<file path="config.mk">
export PLATFORM = sky130hd
export DESIGN_NAME = reset_source_and_watchdog
export DESIGN_NICKNAME = d
export VERILOG_FILES = /design/src/design/reset_wdt_pkg.sv /design/src/design/sync3_filter.sv /design/src/design/reset_source_and_watchdog.sv
export VERILOG_INCLUDE_DIRS = /design/src /design/src/design
export SDC_FILE = /design/constraint.sdc
export NUM_CORES = 1
export LEC_CHECK = 0
export ABC_AREA = 1
export BUFFER_PORTS_ARGS = -buffer_cell sky130_fd_sc_hd__buf_2
export CORE_UTILIZATION = 25
export CTS_BUF_LIST = sky130_fd_sc_hd__clkbuf_2
export DETAILED_ROUTE_END_ITERATION = 10
export PLACE_DENSITY_LB_ADDON = 0.08
export REMOVE_ABC_BUFFERS = 1
export SLEW_MARGIN = 5
export SYNTH_ARGS = -nofsm -noshare
export SYNTH_HDL_FRONTEND = slang
export SYNTH_SLANG_ARGS = --single-unit
</file>
<file path="constraint.sdc">
create_clock -name I_CLK -period 8.2 [get_ports I_CLK]
set_input_delay 1.23 -clock I_CLK [delete_from_list [all_inputs] [get_ports I_CLK]]
set_output_delay 1.23 -clock I_CLK [all_outputs]
set_load 0.05 [all_outputs]
</file>
<file path="src/design/reset_wdt_regs.svh">
`ifndef RESET_WDT_REGS_SVH
`define RESET_WDT_REGS_SVH

// ----------------------------------------------------------------
// register addresses on the special function register port
// ----------------------------------------------------------------
`define ADDR_CAUSE      8'hEF
`define ADDR_MODE       8'hD9
`define ADDR_CTRL       8'hD8
`define ADDR_CNT_LO     8'hF9
`define ADDR_CNT_HI     8'hFA
`define ADDR_MOD2_MODE  8'hDC
`define ADDR_OFFSET_LO  8'hFD
`define ADDR_UPDATE_HI  8'hFE

// ----------------------------------------------------------------
// cause flag positions, also the priority order (lowest wins)
// ----------------------------------------------------------------
`define CAUSE_W         7
`define CAUSE_PIN       0
`define CAUSE_PWR       1
`define CAUSE_CLK       2
`define CAUSE_WDT       3
`define CAUSE_SW        4
`define CAUSE_CMP       5
`define CAUSE_MEM       6
`define FLAGS_POWER_ON  7'h02

// ----------------------------------------------------------------
// mode and control fields
// ----------------------------------------------------------------
`define MODE_IDLE_HOLD  7
`define MODE_WDT_EN     6
`define MODE_SEL_HI     3
`define MODE_SEL_LO     1
`define MODE_OVF_IE     0
`define CTRL_RUN        6
`define SEL_DIV12       3'h0
`define SEL_DIV4        3'h1
`define DIV12_LAST      4'hB
`define DIV4_LAST       4'h3
`define DIV1_LAST       4'h0
`define MOD2_SW_TIMER   8'h48
`define UPDATE_HI_RESET 8'hFF
`define OFFSET_RESET    8'hFF

// ----------------------------------------------------------------
// timing and synchroniser layout
// ----------------------------------------------------------------
`define CLK_MHZ         125
`define NS_PER_US       1000
`define RESET_HOLD_NS   100
`define SYNC_W          4
`define SYNC_PIN_N      0
`define SYNC_CMP        1
`define SYNC_CLK_LOST   2
`define SYNC_SUPPLY_LOW 3
`define SYNC_IDLE       4'h3

`endif

</file>
<file path="src/design/reset_wdt_pkg.sv">
`default_nettype none
`include "reset_wdt_regs.svh"

package reset_wdt_pkg;

	typedef enum logic [1:0]
	{
		ST_RUN  = 2'b01,
		ST_HOLD = 2'b10
	} state_t;

	typedef struct packed
	{
		state_t               st;
		logic [7:0]           hold_cnt;
		logic [`CAUSE_W-1:0]  flags;
		logic                 cmp_en;
		logic                 clk_det_en;
		logic                 supply_en;
		logic                 idle_hold;
		logic                 wdt_en;
		logic [2:0]           clk_sel;
		logic                 ovf_ie;
		logic                 run_bit;
		logic [3:0]           pre;
		logic [15:0]          count;
		logic [7:0]           mod2_mode;
		logic [7:0]           offset;
		logic [7:0]           upd_high;
		logic                 match_prev;
		logic [7:0]           rdata;
		logic                 sys_rst;
	} wd_state_t;

	typedef struct packed
	{
		logic [`SYNC_W-1:0]   s1;
		logic [`SYNC_W-1:0]   s2;
		logic [`SYNC_W-1:0]   s3;
		logic [`SYNC_W-1:0]   level;
	} sync_state_t;

endpackage

`default_nettype wire

</file>
<file path="src/design/sync3_filter.sv">
`timescale 1ns/1ps
`default_nettype none
`include "reset_wdt_regs.svh"

module sync3_filter
(
	input  wire logic                i_clk,
	input  wire logic                i_reset,
	input  wire logic [`SYNC_W-1:0]  i_async,
	output logic      [`SYNC_W-1:0]  o_level
);

	reset_wdt_pkg::sync_state_t s_q;
	reset_wdt_pkg::sync_state_t s_d;

	// a bit changes only once the second and third stages agree
	always_comb
	begin
		s_d       = s_q;
		s_d.s1    = i_async;
		s_d.s2    = s_q.s1;
		s_d.s3    = s_q.s2;
		s_d.level = (~(s_q.s2 ^ s_q.s3) & s_q.s2) | ((s_q.s2 ^ s_q.s3) & s_q.level);
	end

	always_ff @(posedge i_clk or posedge i_reset)
	begin
		if (i_reset)
			s_q <= '{s1: `SYNC_IDLE, s2: `SYNC_IDLE, s3: `SYNC_IDLE, level: `SYNC_IDLE};
		else
			s_q <= s_d;
	end

	assign o_level = s_q.level;

endmodule // sync3_filter

`default_nettype wire

</file>
<file path="src/design/reset_source_and_watchdog.sv">
`timescale 1ns/1ps
`default_nettype none
`include "reset_wdt_regs.svh"

// Overview of operation
// (RULE_01) memory error flag reads 1 after a memory error reset; not writable
// (RULE_02) writing 1 arms active-low comparator reset; reads 1 after comparator reset
// (RULE_03) writing 1 forces full system reset; flag then reads 1
// (RULE_04) watchdog flag reads 1 after a watchdog reset; not writable
// (RULE_05) writing 1 arms missing clock detector; reads 1 after its timeout reset
// (RULE_06) writing 1 arms supply monitor; arming while low may reset at once
// (RULE_07) power flag reads 1 after power-on or supply reset; others then meaningless
// (RULE_08) pin flag reads 1 after an external pin reset; not writable
// (RULE_09) software writes whole values to the cause register, never read-modify-write
// (RULE_10) watchdog enable turns compare module two into the watchdog
// (RULE_11) module high byte compares with counter high; low byte holds offset
// (RULE_12) watchdog comes out of every reset enabled
// (RULE_13) watchdog forces the counter to run; run bit writes change nothing
// (RULE_14) run bit reads zero when only the watchdog forces the counter
// (RULE_15) counter byte writes ignored while watchdog enabled
// (RULE_16) clock select and idle hold frozen while watchdog enabled
// (RULE_17) module two held in software timer mode; mode writes ignored
// (RULE_18) update high byte matching counter high byte resets the device
// (RULE_19) any write to update high loads counter high plus offset
// (RULE_20) that sum wraps modulo 256
module reset_source_and_watchdog
(
	input  wire logic        I_CLK,
	input  wire logic        I_RESET,
	input  wire logic [7:0]  I_SFR_ADDR,
	input  wire logic        I_SFR_WR,
	input  wire logic [7:0]  I_SFR_WDATA,
	output logic      [7:0]  O_SFR_RDATA,
	input  wire logic        I_PIN_RESET_N,
	input  wire logic        I_COMPARATOR_OUT,
	input  wire logic        I_CLOCK_MISSING,
	input  wire logic        I_SUPPLY_LOW,
	input  wire logic        I_MEM_ERROR,
	input  wire logic        I_CPU_IDLE,
	output logic             O_SYSTEM_RESET,
	output logic             O_COMPARATOR_RESET_EN,
	output logic             O_MISSING_CLOCK_EN,
	output logic             O_SUPPLY_MONITOR_EN
);

	// ----------------------------------------------------------------
	// constants and helper functions
	// ----------------------------------------------------------------
	localparam int HOLD_CYC = (`RESET_HOLD_NS * `CLK_MHZ + `NS_PER_US - 1) / `NS_PER_US;
	localparam logic [7:0] HOLD_LAST = 8'(HOLD_CYC - 1);

	// counter array settings as every reset leaves them
	function automatic reset_wdt_pkg::wd_state_t counter_defaults(input reset_wdt_pkg::wd_state_t s);
		reset_wdt_pkg::wd_state_t t;
		t            = s;
		t.st         = reset_wdt_pkg::ST_RUN;
		t.hold_cnt   = 8'h00;
		t.cmp_en     = 1'b0;
		t.clk_det_en = 1'b0;
		t.idle_hold  = 1'b0;
		// (RULE_12) enabled after reset
		t.wdt_en     = 1'b1;
		t.clk_sel    = `SEL_DIV12;
		t.ovf_ie     = 1'b0;
		t.run_bit    = 1'b0;
		t.pre        = 4'h0;
		t.count      = 16'h0000;
		t.mod2_mode  = 8'h00;
		t.offset     = `OFFSET_RESET;
		t.upd_high   = `UPDATE_HI_RESET;
		t.match_prev = 1'b0;
		t.sys_rst    = 1'b0;
		return t;
	endfunction

	function automatic reset_wdt_pkg::wd_state_t power_on_state();
		reset_wdt_pkg::wd_state_t t;
		t           = counter_defaults('0);
		t.flags     = `FLAGS_POWER_ON;
		t.supply_en = 1'b1;
		t.rdata     = 8'h00;
		return t;
	endfunction

	function automatic logic [3:0] prescale_last(input logic [2:0] sel);
		if (sel == `SEL_DIV12)
			return `DIV12_LAST;
		else if (sel == `SEL_DIV4)
			return `DIV4_LAST;
		else
			return `DIV1_LAST;
	endfunction

	localparam reset_wdt_pkg::wd_state_t POR_STATE = power_on_state();

	// ----------------------------------------------------------------
	// state and helper signals
	// ----------------------------------------------------------------
	reset_wdt_pkg::wd_state_t st_q;
	reset_wdt_pkg::wd_state_t st_d;
	logic [`SYNC_W-1:0]       sync_level;
	logic                     pin_low;
	logic                     cmp_low;
	logic                     clk_lost;
	logic                     supply_low;
	logic                     in_run;
	logic                     wr_cause;
	logic                     run_en;
	logic                     tick;
	logic                     match_now;
	logic [7:0]               sum8;
	logic [`CAUSE_W-1:0]      raw_cause;
	logic [`CAUSE_W-1:0]      sel_cause;

	sync3_filter u_sync
	(
		.i_clk   (I_CLK),
		.i_reset (I_RESET),
		.i_async ({I_SUPPLY_LOW, I_CLOCK_MISSING, I_COMPARATOR_OUT, I_PIN_RESET_N}),
		.o_level (sync_level)
	);

	assign pin_low    = ~sync_level[`SYNC_PIN_N];
	assign cmp_low    = ~sync_level[`SYNC_CMP];
	assign clk_lost   = sync_level[`SYNC_CLK_LOST];
	assign supply_low = sync_level[`SYNC_SUPPLY_LOW];
	assign in_run     = (st_q.st == reset_wdt_pkg::ST_RUN);
	assign wr_cause   = I_SFR_WR && (I_SFR_ADDR == `ADDR_CAUSE);

	// (RULE_13) watchdog forces the counter on
	assign run_en     = (st_q.run_bit | st_q.wdt_en) & ~(st_q.idle_hold & I_CPU_IDLE);
	assign tick       = run_en && (st_q.pre >= prescale_last(st_q.clk_sel));
	// (RULE_11) high byte compare
	assign match_now  = st_q.wdt_en && (st_q.count[15:8] == st_q.upd_high);
	// (RULE_20) wraps modulo 256
	assign sum8       = 8'(st_q.count[15:8] + st_q.offset);

	// ----------------------------------------------------------------
	// reset causes, lowest index wins
	// ----------------------------------------------------------------
	always_comb
	begin
		raw_cause             = '0;
		// (RULE_08) pin cause
		raw_cause[`CAUSE_PIN] = pin_low;
		// (RULE_06) supply monitor arm
		raw_cause[`CAUSE_PWR] = supply_low & (st_q.supply_en | (wr_cause & I_SFR_WDATA[`CAUSE_PWR]));
		// (RULE_05) missing clock timeout
		raw_cause[`CAUSE_CLK] = st_q.clk_det_en & clk_lost;
		// (RULE_18) watchdog match
		raw_cause[`CAUSE_WDT] = match_now & ~st_q.match_prev;
		// (RULE_03) software force
		raw_cause[`CAUSE_SW]  = wr_cause & I_SFR_WDATA[`CAUSE_SW];
		// (RULE_02) comparator active low
		raw_cause[`CAUSE_CMP] = st_q.cmp_en & cmp_low;
		raw_cause[`CAUSE_MEM] = I_MEM_ERROR;
		sel_cause             = raw_cause & (~raw_cause + `CAUSE_W'(1));
	end

	// ----------------------------------------------------------------
	// next state
	// ----------------------------------------------------------------
	always_comb
	begin
		st_d = st_q;
		case (st_q.st)
			reset_wdt_pkg::ST_HOLD:
			begin
				if (st_q.hold_cnt != 8'h00)
					st_d.hold_cnt = st_q.hold_cnt - 8'h01;
				else if (!pin_low)
					st_d = counter_defaults(st_q);
			end
			reset_wdt_pkg::ST_RUN:
			begin
				if (tick)
				begin
					st_d.pre   = 4'h0;
					st_d.count = st_q.count + 16'h0001;
				end
				else if (run_en)
					st_d.pre = st_q.pre + 4'h1;
				if (I_SFR_WR)
				begin
					if (I_SFR_ADDR == `ADDR_CAUSE)
					begin
						// (RULE_01) flags not writable
						st_d.cmp_en     = I_SFR_WDATA[`CAUSE_CMP];
						st_d.clk_det_en = I_SFR_WDATA[`CAUSE_CLK];
						st_d.supply_en  = I_SFR_WDATA[`CAUSE_PWR];
					end
					else if (I_SFR_ADDR == `ADDR_MODE)
					begin
						st_d.wdt_en = I_SFR_WDATA[`MODE_WDT_EN];
						st_d.ovf_ie = I_SFR_WDATA[`MODE_OVF_IE];
						// (RULE_16) frozen settings
						if (!st_q.wdt_en)
						begin
							st_d.idle_hold = I_SFR_WDATA[`MODE_IDLE_HOLD];
							st_d.clk_sel   = I_SFR_WDATA[`MODE_SEL_HI:`MODE_SEL_LO];
						end
					end
					else if (I_SFR_ADDR == `ADDR_CTRL)
						st_d.run_bit = I_SFR_WDATA[`CTRL_RUN];
					// (RULE_15) counter writes locked
					else if (I_SFR_ADDR == `ADDR_CNT_LO && !st_q.wdt_en)
						st_d.count[7:0] = I_SFR_WDATA;
					else if (I_SFR_ADDR == `ADDR_CNT_HI && !st_q.wdt_en)
						st_d.count[15:8] = I_SFR_WDATA;
					// (RULE_17) mode writes disabled
					else if (I_SFR_ADDR == `ADDR_MOD2_MODE && !st_q.wdt_en)
						st_d.mod2_mode = I_SFR_WDATA;
					else if (I_SFR_ADDR == `ADDR_OFFSET_LO)
						st_d.offset = I_SFR_WDATA;
					else if (I_SFR_ADDR == `ADDR_UPDATE_HI)
					begin
						// (RULE_19) reload instead of store
						if (st_q.wdt_en)
							st_d.upd_high = sum8;
						else
							st_d.upd_high = I_SFR_WDATA;
					end
				end
				// (RULE_07) a supply cause leaves only the power flag set
				if (|sel_cause)
				begin
					st_d.st       = reset_wdt_pkg::ST_HOLD;
					st_d.hold_cnt = HOLD_LAST;
					st_d.flags    = sel_cause;
				end
			end
			default:
			begin
				st_d.st = reset_wdt_pkg::ST_RUN;
			end
		endcase
		st_d.match_prev = match_now;

		// read data registered one cycle after the address
		st_d.rdata = 8'h00;
		if (I_SFR_ADDR == `ADDR_CAUSE)
			st_d.rdata[`CAUSE_W-1:0] = st_q.flags;
		else if (I_SFR_ADDR == `ADDR_MODE)
		begin
			st_d.rdata[`MODE_IDLE_HOLD]            = st_q.idle_hold;
			st_d.rdata[`MODE_WDT_EN]               = st_q.wdt_en;
			st_d.rdata[`MODE_SEL_HI:`MODE_SEL_LO]  = st_q.clk_sel;
			st_d.rdata[`MODE_OVF_IE]               = st_q.ovf_ie;
		end
		// (RULE_14) software value only
		else if (I_SFR_ADDR == `ADDR_CTRL)
			st_d.rdata[`CTRL_RUN] = st_q.run_bit;
		else if (I_SFR_ADDR == `ADDR_CNT_LO)
			st_d.rdata = st_q.count[7:0];
		else if (I_SFR_ADDR == `ADDR_CNT_HI)
			st_d.rdata = st_q.count[15:8];
		// (RULE_10) module two becomes the watchdog
		else if (I_SFR_ADDR == `ADDR_MOD2_MODE)
			st_d.rdata = st_q.wdt_en ? `MOD2_SW_TIMER : st_q.mod2_mode;
		else if (I_SFR_ADDR == `ADDR_OFFSET_LO)
			st_d.rdata = st_q.offset;
		else if (I_SFR_ADDR == `ADDR_UPDATE_HI)
			st_d.rdata = st_q.upd_high;
		st_d.sys_rst = (st_d.st == reset_wdt_pkg::ST_HOLD);
	end

	always_ff @(posedge I_CLK or posedge I_RESET)
	begin
		if (I_RESET)
			st_q <= POR_STATE;
		else
			st_q <= st_d;
	end

	assign O_SFR_RDATA           = st_q.rdata;
	assign O_SYSTEM_RESET        = st_q.sys_rst;
	assign O_COMPARATOR_RESET_EN = st_q.cmp_en;
	assign O_MISSING_CLOCK_EN    = st_q.clk_det_en;
	assign O_SUPPLY_MONITOR_EN   = st_q.supply_en;

	// ----------------------------------------------------------------
	// checks
	// ----------------------------------------------------------------
	mem_flag_set_a: assert property (@(posedge I_CLK) disable iff (I_RESET) // RULE_01
		(in_run && sel_cause[`CAUSE_MEM]) |=> (st_q.flags == 7'h40) && O_SYSTEM_RESET)
		else $error("memory error reset not recorded");

	cmp_reset_a: assert property (@(posedge I_CLK) disable iff (I_RESET) // RULE_02
		(in_run && st_q.cmp_en && cmp_low) |=> O_SYSTEM_RESET)
		else $error("comparator reset missing");

	sw_hold_len_a: assert property (@(posedge I_CLK) disable iff (I_RESET) // RULE_03
		(in_run && wr_cause && I_SFR_WDATA[`CAUSE_SW]) |=> O_SYSTEM_RESET [*8])
		else $error("software reset too short");

	wdt_flag_a: assert property (@(posedge I_CLK) disable iff (I_RESET) // RULE_04
		(in_run && sel_cause[`CAUSE_WDT]) |=> st_q.flags[`CAUSE_WDT] && !st_q.flags[`CAUSE_PIN])
		else $error("watchdog flag not set");

	pin_flag_a: assert property (@(posedge I_CLK) disable iff (I_RESET) // RULE_08
		(in_run && pin_low) |=> st_q.flags == 7'h01)
		else $error("pin flag not set");

	wdt_on_exit_a: assert property (@(posedge I_CLK) disable iff (I_RESET) // RULE_12
		$fell(O_SYSTEM_RESET) |-> st_q.wdt_en && st_q.count == 16'h0000)
		else $error("watchdog not enabled after reset");

	forced_count_a: assert property (@(posedge I_CLK) disable iff (I_RESET) // RULE_13
		(in_run && st_q.wdt_en && !st_q.run_bit && !(st_q.idle_hold && I_CPU_IDLE) && tick && !(|sel_cause))
		|=> st_q.count == $past(st_q.count) + 16'h0001)
		else $error("counter not forced on");

	run_read_a: assert property (@(posedge I_CLK) disable iff (I_RESET) // RULE_14
		(st_q.wdt_en && !st_q.run_bit && I_SFR_ADDR == `ADDR_CTRL) |=> O_SFR_RDATA == 8'h00)
		else $error("run bit reads one");

	count_lock_a: assert property (@(posedge I_CLK) disable iff (I_RESET) // RULE_15
		(in_run && st_q.wdt_en && !tick && I_SFR_WR && I_SFR_ADDR == `ADDR_CNT_HI && !(|sel_cause))
		|=> $stable(st_q.count))
		else $error("counter written while locked");

	sel_frozen_a: assert property (@(posedge I_CLK) disable iff (I_RESET) // RULE_16
		(in_run && st_q.wdt_en && !(|sel_cause)) |=> $stable(st_q.clk_sel) && $stable(st_q.idle_hold))
		else $error("clock select changed while locked");

	mod2_timer_a: assert property (@(posedge I_CLK) disable iff (I_RESET) // RULE_17
		(st_q.wdt_en && I_SFR_ADDR == `ADDR_MOD2_MODE) |=> O_SFR_RDATA == `MOD2_SW_TIMER)
		else $error("module two not in timer mode");

	wdt_fire_a: assert property (@(posedge I_CLK) disable iff (I_RESET) // RULE_18
		(in_run && match_now && !st_q.match_prev) |=> O_SYSTEM_RESET)
		else $error("watchdog match did not reset");

	update_load_a: assert property (@(posedge I_CLK) disable iff (I_RESET) // RULE_19
		(in_run && st_q.wdt_en && I_SFR_WR && I_SFR_ADDR == `ADDR_UPDATE_HI && !(|sel_cause))
		|=> st_q.upd_high == 8'($past(st_q.count[15:8]) + $past(st_q.offset)))
		else $error("update byte not reloaded");

endmodule // reset_source_and_watchdog

`default_nettype wire

</file>
Yosys cells after proc, flatten, opt, wreduce, memory -nomap -nowiden --
Cells that the tools add are included. Widths: inputs -> output; s select.
Word-level totals: flip-flop bits (word level) 97, input port bits 25, output and inout bits 12, logic and storage cells 156
Operators by class: $add $sub $neg 5, magnitude comparators 1, equality and inequality tests 33, mux-type cells 49, bitwise gates (word level) 22, reductions and logical operators 23
Operator list (count):
- $mux 40 | 4
- $pmux 69 s2 | 1
- $mux 8 | 15
- $mux 81 | 1
- $mux 71 | 1
- $eq 8x8->1 const B | 8
- $mux 24 | 2
- $mux 16 | 2
- $ne 2x2->1 const B | 10
- $mux 17 | 1
- $add 16x1->16 const B | 1
- $mux 4 | 4
- $ne 2x1->1 const B | 8
- $mux 7 | 2
- $reduce_and 7->1 | 2
- $mux 6 | 2
- $reduce_and 12->1 | 1
- $reduce_and 11->1 | 1
- $mux 10 | 1
- $reduce_and 10->1 | 1
- $reduce_and 3->1 | 3
- $add 8x8->8 | 1
- $and 1x1->1 | 8
- $and 4x4->4 | 2
- 30 further kinds | 51

Logic depth before layout (Yosys ltp) --
Gate-level depths: netlist of the first run.
depth after elaboration 13, mapped depth 16, gate-level depth less buffers 15

Cells and area by module --
A second synthesis of the first run with hierarchy kept.
Second synthesis, totals: cells, all modules 807, area total of the unflattened synthesis 5965.7 µm²
Modules (own cells, without submodules):
- reset_source_and_watchdog | times used 1, cells an instance 770, area an instance 5456.5 µm², seq. area each 2052.0 µm²
- sync3_filter | times used 1, cells an instance 37, area an instance 509.2 µm², seq. area each 410.4 µm²

Least setup slack after synthesis of the first run --
Ideal clock, no wire load.
kind in2reg, start input I_SFR_ADDR[6], end register st_q[44] in the netlist's numbering, library setup time 0.131 ns, arrival time 2.334 ns, required time 8.069 ns, path slack 5.735 ns, stages on the path 11, buffers on the path 0, cell sequence nand2_2 nor2_4 nand2_2 nor2_2 inv_2 nor2_4 inv_2 nor2_1 inv_1 o211ai_1 o21ai_0
Between the ends: cells in the longest elaborated chain, start to end 9, elaborated cells between the ends (all ways) 14, those cells by class 5 x eq/ne; 7 x mux; 2 x reduce/logical
Ends and longest elaborated chain:
- start: declaration | line reset_source_and_watchdog.sv:30 | input wire logic [7:0] I_SFR_ADDR,
- $eq 8x8->1 (no line)
- $logic_and 1x1->1 | line reset_source_and_watchdog.sv:208 | else if (I_SFR_ADDR == `ADDR_CNT_HI && !st_q.wdt_en)
- $mux 8 | line reset_source_and_watchdog.sv:208
- $mux 8 | line reset_source_and_watchdog.sv:206 | else if (I_SFR_ADDR == `ADDR_CNT_LO && !st_q.wdt_en)
- $mux 40 | line reset_source_and_watchdog.sv:203 | else if (I_SFR_ADDR == `ADDR_CTRL)
- $mux 40 | line reset_source_and_watchdog.sv:192 | else if (I_SFR_ADDR == `ADDR_MODE)
- $mux 40 (*) | line reset_source_and_watchdog.sv:185 | if (I_SFR_ADDR == `ADDR_CAUSE)
- $mux 40 (*) | line reset_source_and_watchdog.sv:183 | if (I_SFR_WR)
- $pmux 69 s2 (*) | line reset_source_and_watchdog.sv:166 | case (st_q.st)
- end signal: assignment | line reset_source_and_watchdog.sv:272 | st_q <= st_d;
- end: declaration | line reset_source_and_watchdog.sv:99 | reset_wdt_pkg::wd_state_t st_q;
Mark *: on every way between the ends. The rest lies on a longest branch, timed or not. The select of a mux whose other input is x is not followed. A chain may end at the register's enable or synchronous reset.

Final worst setup path of the first run --
start register st_q[57] in the netlist's numbering, end register st_q[42] in the netlist's numbering
Between the ends: cells in the longest elaborated chain, start to end 13, elaborated cells between the ends (all ways) 14, those cells by class 1 x order compare; 1 x eq/ne; 10 x mux; 2 x reduce/logical
Ends and longest elaborated chain:
- $eq 3x1->1 (no line)
- $mux 2 | line reset_source_and_watchdog.sv:88 | else if (sel == `SEL_DIV4)
- $mux 4 (*) | line reset_source_and_watchdog.sv:86 | if (sel == `SEL_DIV12)
- $ge 4x4->1 (*) | line reset_source_and_watchdog.sv:132 | assign tick = run_en && (st_q.pre >= prescale_last(st_q.clk_sel));
- $logic_and 1x1->1 (*) | line reset_source_and_watchdog.sv:132
- $mux 16 (*) | line reset_source_and_watchdog.sv:176 | if (tick)
- $mux 8 | line reset_source_and_watchdog.sv:208
- $mux 8 | line reset_source_and_watchdog.sv:206
- $mux 40 | line reset_source_and_watchdog.sv:203
- $mux 40 | line reset_source_and_watchdog.sv:192
- $mux 40 | line reset_source_and_watchdog.sv:185
- $mux 40 (*) | line reset_source_and_watchdog.sv:183
- $pmux 69 s2 (*) | line reset_source_and_watchdog.sv:166
Marks and branches as above.

==> insert_results.sql, run 1 <==
INSERT INTO impl_metrics (metric_group, metric, value, unit) VALUES
('floorplan', 'die_w', '159', 'µm'),
('synth', 'synth.area.top_cells', 'sky130_fd_sc_hd__dfrtp_1 (28%), sky130_fd_sc_hd__dfstp_2 (12%), sky130_fd_sc_hd__nand2_1 (12%), sky130_fd_sc_hd__inv_1 (5.7%), sky130_fd_sc_hd__o21ai_0 (5.1%)', ''),
('route', 'wl_met1', '10600', 'µm'),
('placed_design', 'port_buffers', '36', ''),
('synth', 'ys.flop_type', 'sky130_fd_sc_hd__dfrtp_1', ''),
('clock_network', 'cts-resized-gates', '0', ''),
('clock_network', 'setup_bufs_post_cts', '0', ''),
('clock_network', 'worstSkewPairLatency', '0.66', 'ns'),
('outcome', 'run_status', 'finished, final reports clean', ''),
('synth', 'synth.most_common_cell', 'sky130_fd_sc_hd__nand2_1', ''),
('global_route', 'wire_length_of_the_first_global_routing_pass', '33800', 'µm'),
('global_route', 'grt_pass1_vias', '5467', ''),
('clock_network', 'clock_sink_count', '97', ''),
('synth', 'synth.lib_cells_used.distinct', '51', ''),
('power', 'totalPowerFinal', '0.00227', 'W'),
('worst_setup_path', 'timing.critical_path.fanout_max', '16', ''),
('sta', 'timing.final.hold_violations', '0', ''),
('floorplan', 'die_height', '159', 'µm'),
('global_route', 'globalRoute.totalOverflow', '0', ''),
('global_route', 'globalRouteTotalUtil', '17.8', '%'),
('worst_setup_path', 'crit_path_end_kind', 'register', ''),
('power', 'power.leakage', '3.11', 'nW'),
('synth', 'synthesis.yosys.warnings', '0', ''),
('sta', 'setup_ws', '5.17', 'ns'),
('worst_setup_path', 'rr_startpoint', 'st_q[57]', ''),
('sta', 'finalCritPeriodShare', '36.9', '%'),
('worst_setup_path', 'reg2reg_depth', '12', ''),
('worst_setup_path', 'path_class', 'register to register', ''),
('floorplan', 'initial_utilization', '25.4', '%'),
('worst_setup_path', 'critical_path.n_buffers_inverters', '1', ''),
('synth', 'yosys.area.top_type_share', '28.1', '%'),
('worst_setup_path', 'crit-reg2reg-capture', 'st_q[42]', ''),
('clock_network', 'number_of_buffers_added_to_fix_hold_violations_after_cts', '0', ''),
('global_route', 'grt_antenna_before_repair', '1', ''),
('route', 'postRouteWirelength', '21500', 'µm'),
('worst_setup_path', 'critPathMaxStageDelay', '0.54', 'ns'),
('route', 'vias', '5385', ''),
('route', 'routedWlPerCell', '18.5', 'µm'),
('route', 'drcViolationCount', '0', ''),
('sta', 'fmaxAchievable', '330', 'MHz'),
('placed_design', 'dp_cells', '1144', ''),
('worst_setup_path', 'crit_required', '8.79', 'ns'),
('worst_setup_path', 'worstPathCellList', 'nand3b_1 -> nand2_1 -> ha_1 -> o21ai_0 -> nand2_1 -> a21o_1 -> nand2_1 -> inv_1 -> o21ai_0 -> nand2_1 -> nand2_1 -> a21oi_1', ''),
('worst_setup_path', 'regToRegSetupSlack', '5.17', 'ns'),
('synth', 'ys_top_cells_by_count', 'sky130_fd_sc_hd__nand2_1 (196), sky130_fd_sc_hd__inv_1 (94), sky130_fd_sc_hd__nor2_1 (70)', ''),
('synth', 'synth_xor_area_share', '3.28', '%'),
('synth', 'async_reset_ff_share', '100', '%'),
('clock_network', 'max-clock-path-buffers', '2', ''),
('route', 'antenna_left', '0', ''),
('worst_hold_path', 'end_point_of_the_worst_hold_path', 'u_sync.s_d[5]', ''),
('route', 'drt-vias-per-instance', '4.63', ''),
('route', 'dr.pass1.iters', '6', ''),
('synth', 'ys_seq_elements', '97', ''),
('placed_design', 'place_worst_setup_slack', '5.02', 'ns'),
('placed_design', 'finalWeightedCongestion', '0.831', ''),
('floorplan', 'pin_count', '37', ''),
('global_route', 'grt_max_degree', '65', ''),
('route', 'dr_wl_met3', '626', 'µm'),
('worst_hold_path', 'hold-path-cell-count', '0', ''),
('synth', 'synthSimpleGateAreaFrac', '28.2', '%'),
('final_layout', 'post_synthesis_to_final_layout_area_growth', '9.81', '%'),
('sta', 'slew_headroom', '42.5', '%'),
('power', 'powerDensity', '337', 'mW/mm²'),
('floorplan', 'placement_rows', '57', ''),
('clock_network', 'tritoncts_clock_tree', 'built', ''),
('route', 'highest-signal-layer', 'met4', ''),
('synth', 'synth-adder-area-share', '4.44', '%'),
('synth', 'post_synthesis_compound_gate_area_fraction', '15.4', '%'),
('synth', 'synth.largest_area_cell', 'sky130_fd_sc_hd__dfrtp_1', ''),
('floorplan', 'core_region_area', '0.0242', 'mm²'),
('synth', 'netlist_area', '0.00614', 'mm²');
how the worst max path moves through the flow:
| stage | to | depth (start not counted) |
|---|---|---|
| detailed placement | st_q[42] | 10 |
| CTS | st_q[42] | 13 |
| global route | st_q[42] | 13 |
| floorplan | O_COMPARATOR_RESET_EN | 1 |
| global placement | st_q[42] | 10 |
| finish | st_q[42] | 12 |
metal layers:
layer | GRT usage (%) | vias up
met5 | 0 | -
met4 | 3.84 | 0
met3 | 2.38 | 14
met2 | 29.3 | 102
met1 | 24.8 | 2570
li1 | - | 2699
worst register-to-register path, stage by stage, from the launching register on:
cell and delay (ns):
sky130_fd_sc_hd__dfrtp_1 0.49, sky130_fd_sc_hd__nand3b_1 0.23, sky130_fd_sc_hd__nand2_1 0.12, sky130_fd_sc_hd__ha_1 0.22
sky130_fd_sc_hd__o21ai_0 0.16, sky130_fd_sc_hd__nand2_1 0.07, sky130_fd_sc_hd__a21o_1 0.15, sky130_fd_sc_hd__nand2_1 0.54
sky130_fd_sc_hd__inv_1 0.37, sky130_fd_sc_hd__o21ai_0 0.37, sky130_fd_sc_hd__nand2_1 0.10, sky130_fd_sc_hd__nand2_1 0.07
sky130_fd_sc_hd__a21oi_1 0.06
per-stage QoR:
stage,instance area [µm²],utilization [%]
final,6750,27.9
after global routing,6750,27.9
after CTS,6740,27.9
after detailed placement,6620,27.4
after global placement,6620,27.4
after floorplan,6010,-
placed cells by master, fill, tap and decap left out, types with 3 or more instances in the layout:
| master | netlist | layout |
|---|---|---|
| sky130_fd_sc_hd__inv_2 | 8 | 8 |
| sky130_fd_sc_hd__nor2_2 | 6 | 6 |
| sky130_fd_sc_hd__xor2_1 | 19 | 19 |
| sky130_fd_sc_hd__nor3_1 | 15 | 15 |
| sky130_fd_sc_hd__xnor2_1 | 4 | 4 |
| sky130_fd_sc_hd__maj3_1 | 4 | 4 |
| sky130_fd_sc_hd__a22oi_1 | 6 | 6 |
| sky130_fd_sc_hd__o211ai_1 | 11 | 11 |
| sky130_fd_sc_hd__inv_8 | 0 | 3 |
| sky130_fd_sc_hd__dfrtp_1 | 69 | 69 |
| sky130_fd_sc_hd__ha_1 | 17 | 17 |
| sky130_fd_sc_hd__o21ai_0 | 63 | 63 |
| sky130_fd_sc_hd__nand4_1 | 9 | 9 |
| sky130_fd_sc_hd__o2111ai_1 | 5 | 5 |
| sky130_fd_sc_hd__buf_2 | 6 | 36 |
| sky130_fd_sc_hd__nand2_2 | 9 | 9 |
| sky130_fd_sc_hd__nand2_4 | 3 | 3 |
| sky130_fd_sc_hd__nor2_4 | 8 | 8 |
| sky130_fd_sc_hd__o21ai_1 | 14 | 14 |
| sky130_fd_sc_hd__a21oi_2 | 4 | 4 |
| sky130_fd_sc_hd__nor2_1 | 70 | 70 |
| sky130_fd_sc_hd__nand2_1 | 196 | 196 |
| sky130_fd_sc_hd__clkbuf_2 | 1 | 9 |
| sky130_fd_sc_hd__nand3_1 | 49 | 49 |
| sky130_fd_sc_hd__dfstp_2 | 28 | 28 |
| sky130_fd_sc_hd__a31oi_1 | 8 | 8 |
| sky130_fd_sc_hd__a21oi_1 | 32 | 32 |
| sky130_fd_sc_hd__inv_1 | 94 | 93 |
| sky130_fd_sc_hd__nand3b_1 | 4 | 4 |
| sky130_fd_sc_hd__inv_4 | 2 | 3 |
cells by family after synthesis:
kind of cell	after synthesis
AOI/OAI and AO/OA	158
xor gates and xnor gates	23
adders and majority gates	22
buffers and inverters	126
DFF	97
and+or+nand+nor	378
sequential cells by signal (all words and copies together) (netlist names), named ones only:
signal,cells
u_sync.s_d,8
u_sync.s_q,4
O_MISSING_CLOCK_EN,1
O_COMPARATOR_RESET_EN,1
O_SYSTEM_RESET,1
O_SUPPLY_MONITOR_EN,1
O_SFR_RDATA,8
st_q,69
where the power goes:
group | leakage, nW | switching, W | internal [W]
Clock | 0.0736 | 0.000206 | 0.0000533
Combinational | 1.83 | 0.000824 | 0.000384
Sequential | 1.21 | 0.000159 | 0.000648
area by class of cell:
type | instances | area [µm²]
Antenna cell | 2 | 5.00
Clock buffer | 9 | 45.0
Clock inverter | 7 | 82.6
Fill cell | 2672 | 17400
Inverter | 104 | 398
Multi-Input combinational cell | 581 | 3150
Sequential cell | 97 | 2460
Tap cell | 324 | 405
Timing Repair Buffer | 38 | 195
Note: power is estimated with default switching activity, not from simulation.
==> inputs of run 2 (changes only) <==
--- a/config.mk
+++ b/config.mk
@@ -6,7 +6,7 @@
 export SDC_FILE = /design/constraint.sdc
 export NUM_CORES = 1
 export LEC_CHECK = 0
-export ABC_AREA = 1
+export ABC_AREA = 0
 export BUFFER_PORTS_ARGS = -buffer_cell sky130_fd_sc_hd__buf_2
 export CORE_UTILIZATION = 25
 export CTS_BUF_LIST = sky130_fd_sc_hd__clkbuf_2
==> constraint.sdc (replaced) <==
create_clock -name I_CLK -period 2.7 [get_ports I_CLK]
set_input_delay 0.405 -clock I_CLK [delete_from_list [all_inputs] [get_ports I_CLK]]
set_output_delay 0.405 -clock I_CLK [all_outputs]
set_load 0.05 [all_outputs]
==> run 2 against run 1 <==
Synthesized cell count fell by 16%. Wire length rose by 3.5%. Via count increased by 5.8%. Die area down 1.9%. Clock-buffer cell count is 2 higher. Highest routed layer unchanged.
==> insert_results.sql, run 2 <==
INSERT INTO impl_metrics (metric_group, metric, value, unit) VALUES
('worst_setup_path', 'critPathMaxStageDelay', '0.53', 'ns'),
('global_route', 'grt_antenna_before_repair', '1', ''),
('sta', 'final_critical_path_time_including_i_o_delays_and_setup', '2.56', 'ns'),
('route', 'vias', '5698', ''),
('clock_network', 'clk_transition_reported_paths', '0.34', 'ns'),
('global_route', 'globalRouteTotalUtil', '18.9', '%'),
('outcome', 'run_status', 'finished, final reports clean', ''),
('placed_design', 'port_buffers', '36', ''),
('worst_setup_path', 'crit_path_end_kind', 'register', ''),
('clock_network', 'clock_tree.htree_level_count', '3', ''),
('placed_design', 'hpwl', '16500', 'µm'),
('synth', 'synthesis.yosys.warnings', '0', ''),
('final_layout', 'n_fill_cell', '2528', ''),
('worst_setup_path', 'critical_path_arrival', '3.12', 'ns'),
('worst_setup_path', 'crit_required', '3.27', 'ns'),
('final_layout', 'fraction_of_layout_cells_with_a_size_suffix_above_1', '20.7', '%'),
('synth', 'synth.most_common_cell', 'sky130_fd_sc_hd__dfrtp_1', ''),
('worst_setup_path', 'worstPathCellList', 'or3_1 -> ha_1 -> nor2_1 -> or2_4 -> or4_1 -> or4_1 -> o211ai_1', ''),
('clock_network', 'clock_tree.root_cell', 'sky130_fd_sc_hd__clkbuf_2', ''),
('route', 'drt-vias-per-instance', '5.33', ''),
('floorplan', 'core_region_area', '0.0235', 'mm²'),
('floorplan', 'area_of_the_die', '0.0247', 'mm²'),
('flow_run', 'cap_violations', '0', ''),
('final_layout', 'commonest_non_fill_non_tap_cell_in_the_layout', 'sky130_fd_sc_hd__dfrtp_1', ''),
('clock_network', 'clock_sink_count', '97', ''),
('floorplan', 'die_height', '157', 'µm'),
('worst_setup_path', 'timing.critical_path.fanout_max', '6', ''),
('synth', 'synth.area.top_cells', 'sky130_fd_sc_hd__dfrtp_1 (29%), sky130_fd_sc_hd__dfstp_2 (12%), sky130_fd_sc_hd__a21oi_1 (4.2%), sky130_fd_sc_hd__nand2_1 (3.7%), sky130_fd_sc_hd__ha_1 (3.5%)', ''),
('route', 'drcViolationCount', '0', ''),
('route', 'routedWlPerCell', '20.8', 'µm'),
('sta', 'fmaxAchievable', '391', 'MHz'),
('synth', 'avgSynthCellArea', '8.91', 'µm²'),
('synth', 'async_reset_ff_share', '100', '%'),
('final_layout', 'final_cells', '1070', ''),
('floorplan', 'initial_utilization', '25.6', '%'),
('power', 'totalPowerFinal', '0.00243', 'W'),
('global_route', 'wire_length_of_the_first_global_routing_pass', '34300', 'µm'),
('placed_design', 'dp_cells', '1044', ''),
('placed_design', 'finalWeightedCongestion', '0.849', ''),
('final_layout', 'mostFrequentLayoutCells', 'sky130_fd_sc_hd__dfrtp_1 (69), sky130_fd_sc_hd__nand2_1 (59), sky130_fd_sc_hd__a21oi_1 (51), sky130_fd_sc_hd__buf_4 (51), sky130_fd_sc_hd__inv_1 (43)', ''),
('worst_setup_path', 'critPathMostFrequentCell', 'sky130_fd_sc_hd__or4_1', ''),
('route', 'antenna_left', '0', ''),
('synth', 'yosys.area.top_type_share', '28.7', '%'),
('final_layout', 'max_flop_register', 'st_q', ''),
('final_layout', 'post_synthesis_to_final_layout_area_growth', '16.8', '%'),
('worst_setup_path', 'path_class', 'register to register', ''),
('sta', 'setup_ws', '0.143', 'ns'),
('power', 'powerDensity', '346', 'mW/mm²'),
('final_layout', 'final_core_util', '29.9', '%'),
('sta', 'timing.clock.skew', '0.0629', 'ns'),
('worst_hold_path', 'min_path_type', 'input port to register', ''),
('power', 'power.leakage', '2.82', 'nW'),
('sta', 'setup-tns-final', '0', 'ns'),
('synth', 'synth.largest_area_cell', 'sky130_fd_sc_hd__dfrtp_1', ''),
('sta', 'slew_headroom', '59.4', '%'),
('sta', 'finalCritPeriodShare', '94.7', '%'),
('global_route', 'grt_max_degree', '42', ''),
('worst_setup_path', 'cpMaxStageDelayCell', 'sky130_fd_sc_hd__or4_1', ''),
('synth', 'fraction_of_the_yosys_area_taken_by_sequential_cells', '40.9', '%'),
('final_layout', 'largest_register_ffs', '69', ''),
('synth', 'ys_top_cells_by_count', 'sky130_fd_sc_hd__dfrtp_1 (69), sky130_fd_sc_hd__nand2_1 (59), sky130_fd_sc_hd__a21oi_1 (51)', ''),
('synth', 'netlist_area', '0.00603', 'mm²'),
('final_layout', 'num-nets-final', '787', ''),
('route', 'postRouteWirelength', '22300', 'µm'),
('sta', 'final-max-slew-violation-count', '0', ''),
('global_route', 'globalRoute.totalOverflow', '0', ''),
('synth', 'synthCells', '676', ''),
('worst_setup_path', 'critical-path-top-delay-family', 'simple AND/OR/NAND/NOR gates', ''),
('floorplan', 'pin_count', '37', ''),
('synth', 'synth_enable_flop_cells', '0', ''),
('placed_design', 'place_worst_setup_slack', '0.0976', 'ns'),
('power', 'vdd_drop_max', '0.150', 'mV'),
('synth', 'ys.flop_type', 'sky130_fd_sc_hd__dfrtp_1', ''),
('clock_network', 'worstSkewPairLatency', '0.67', 'ns'),
('worst_setup_path', 'critical_path.n_buffers_inverters', '0', ''),
('global_route', 'grt_pass1_vias', '5520', ''),
('synth', 'ys_seq_elements', '97', ''),
('clock_network', 'cts_made_buffers', '9', ''),
('sta', 'timing.final.setup_violations', '0', ''),
('clock_network', 'max-clock-path-buffers', '2', ''),
('sta', 'tightestPinTransition', '0.604', 'ns'),
('worst_setup_path', 'startpoint_type', 'register', ''),
('sta', 'timing.final.hold_violations', '0', ''),
('floorplan', 'die_w', '157', 'µm'),
('synth', 'synth.lib_cells_used.distinct', '74', ''),
('floorplan', 'placement_rows', '56', ''),
('clock_network', 'tritoncts_clock_tree', 'built', ''),
('route', 'dr.pass1.iters', '5', ''),
('route', 'drt_iter0_markers', '400', '');
==> run 2: cell count changes after synthesis, moves of 11 or more <==
cell	delta
sky130_fd_sc_hd__o22ai_1	+12
sky130_fd_sc_hd__a21oi_1	+19
sky130_fd_sc_hd__o21ai_0	-25
sky130_fd_sc_hd__o21ai_1	-13
sky130_fd_sc_hd__mux2i_1	+11
sky130_fd_sc_hd__nand3_1	-23
sky130_fd_sc_hd__clkbuf_1	+16
sky130_fd_sc_hd__inv_1	-50
sky130_fd_sc_hd__nand2_1	-137
sky130_fd_sc_hd__xor2_1	-11
sky130_fd_sc_hd__nor4_1	+12
sky130_fd_sc_hd__nor2_1	-32
==> run 2: worst paths after layout <==
| path | startpoint | endpoint | slack, ns | depth (start not counted) |
|---|---|---|---|---|
| max | st_q[58] | st_q[41] | 0.14 | 7 |
| min | I_SFR_WDATA[3] | st_q[58] | 0.07 | 3 |
| max reg2reg | st_q[58] | st_q[41] | 0.14 | 7 |
| min reg2reg | u_sync.s_d[9] | u_sync.s_d[5] | 0.38 | 0 |
| max in group asynchronous | I_RESET | st_q[11] | 1.64 | 4 |
| min in group asynchronous | I_RESET | u_sync.s_q[7] | 0.33 | 3 |
==> run 2: worst reg2reg max path: stages (launching register included) <==
cell and delay (ns):
sky130_fd_sc_hd__dfrtp_1 0.51, sky130_fd_sc_hd__or3_1 0.33, sky130_fd_sc_hd__ha_1 0.28, sky130_fd_sc_hd__nor2_1 0.05, sky130_fd_sc_hd__or2_4 0.25, sky130_fd_sc_hd__or4_1 0.53, sky130_fd_sc_hd__or4_1 0.41, sky130_fd_sc_hd__o211ai_1 0.10
==> run 2: area by class of cell <==
class	instances	area, µm²	share of cell area (%)
Multi-Input combinational cell	498	3240	46.0
Sequential cell	97	2460	35.0
Timing Repair Buffer	94	653	9.28
Tap cell	319	399	5.67
Inverter	44	168	2.38
Clock buffer	11	55.1	0.782
Clock inverter	5	55.1	0.782
Antenna cell	2	5.00	0.0711
==> run 2: report_power, final <==
part / total [W] / internal [W] / switching (W)
Sequential: 0.00149 / 0.00148 / 0.0000120
Combinational: 0.000163 / 0.0000472 / 0.000115
Clock: 0.000778 / 0.000221 / 0.000556
Total: 0.00243 / 0.00175 / 0.000684
==> run 2: cell families (layout without fill, tap and decap cells) <==
group	count (synthesis)	in the layout	synth area share [%]
and+or+nand+nor	236	236	20.6
AOI/OAI and AO/OA	214	214	24.1
DFF	97	97	40.9
buffers and inverters	81	154	5.71
adders and majority gates	22	22	4.53
muxes	16	16	2.76
xor gates and xnor gates	10	10	1.45
other	0	2	0
==> run 2: repair_timing <==
action / CTS / global route
endpoints found under the setup margin: 0 / 6
gates resized for setup: 0 / 4
buffers inserted: 0 / 3
hold buffers: 5 / 0
endpoints found under the hold margin: 33 / 0
==> run 2: per-stage QoR <==
stage	area (µm²)	hold WS (ns)
after detailed placement	6830	0.339
after CTS	6990	0.0418
after floorplan	5850	0.331
after global placement	6830	0.332
final	7040	0.0675
after global routing	7040	0.0518
==> run 2: per-layer routing <==
| layer | GRT usage, % | part of all wire [%] | routed length, µm |
|---|---|---|---|
| met2 | 28.7 | 45 | 9960 |
| met5 | 0 | 0 | 0 |
| met3 | 2.06 | 4.5 | 997 |
| met4 | 6.80 | 2.2 | 491 |
| met1 | 27.4 | 49 | 10800 |
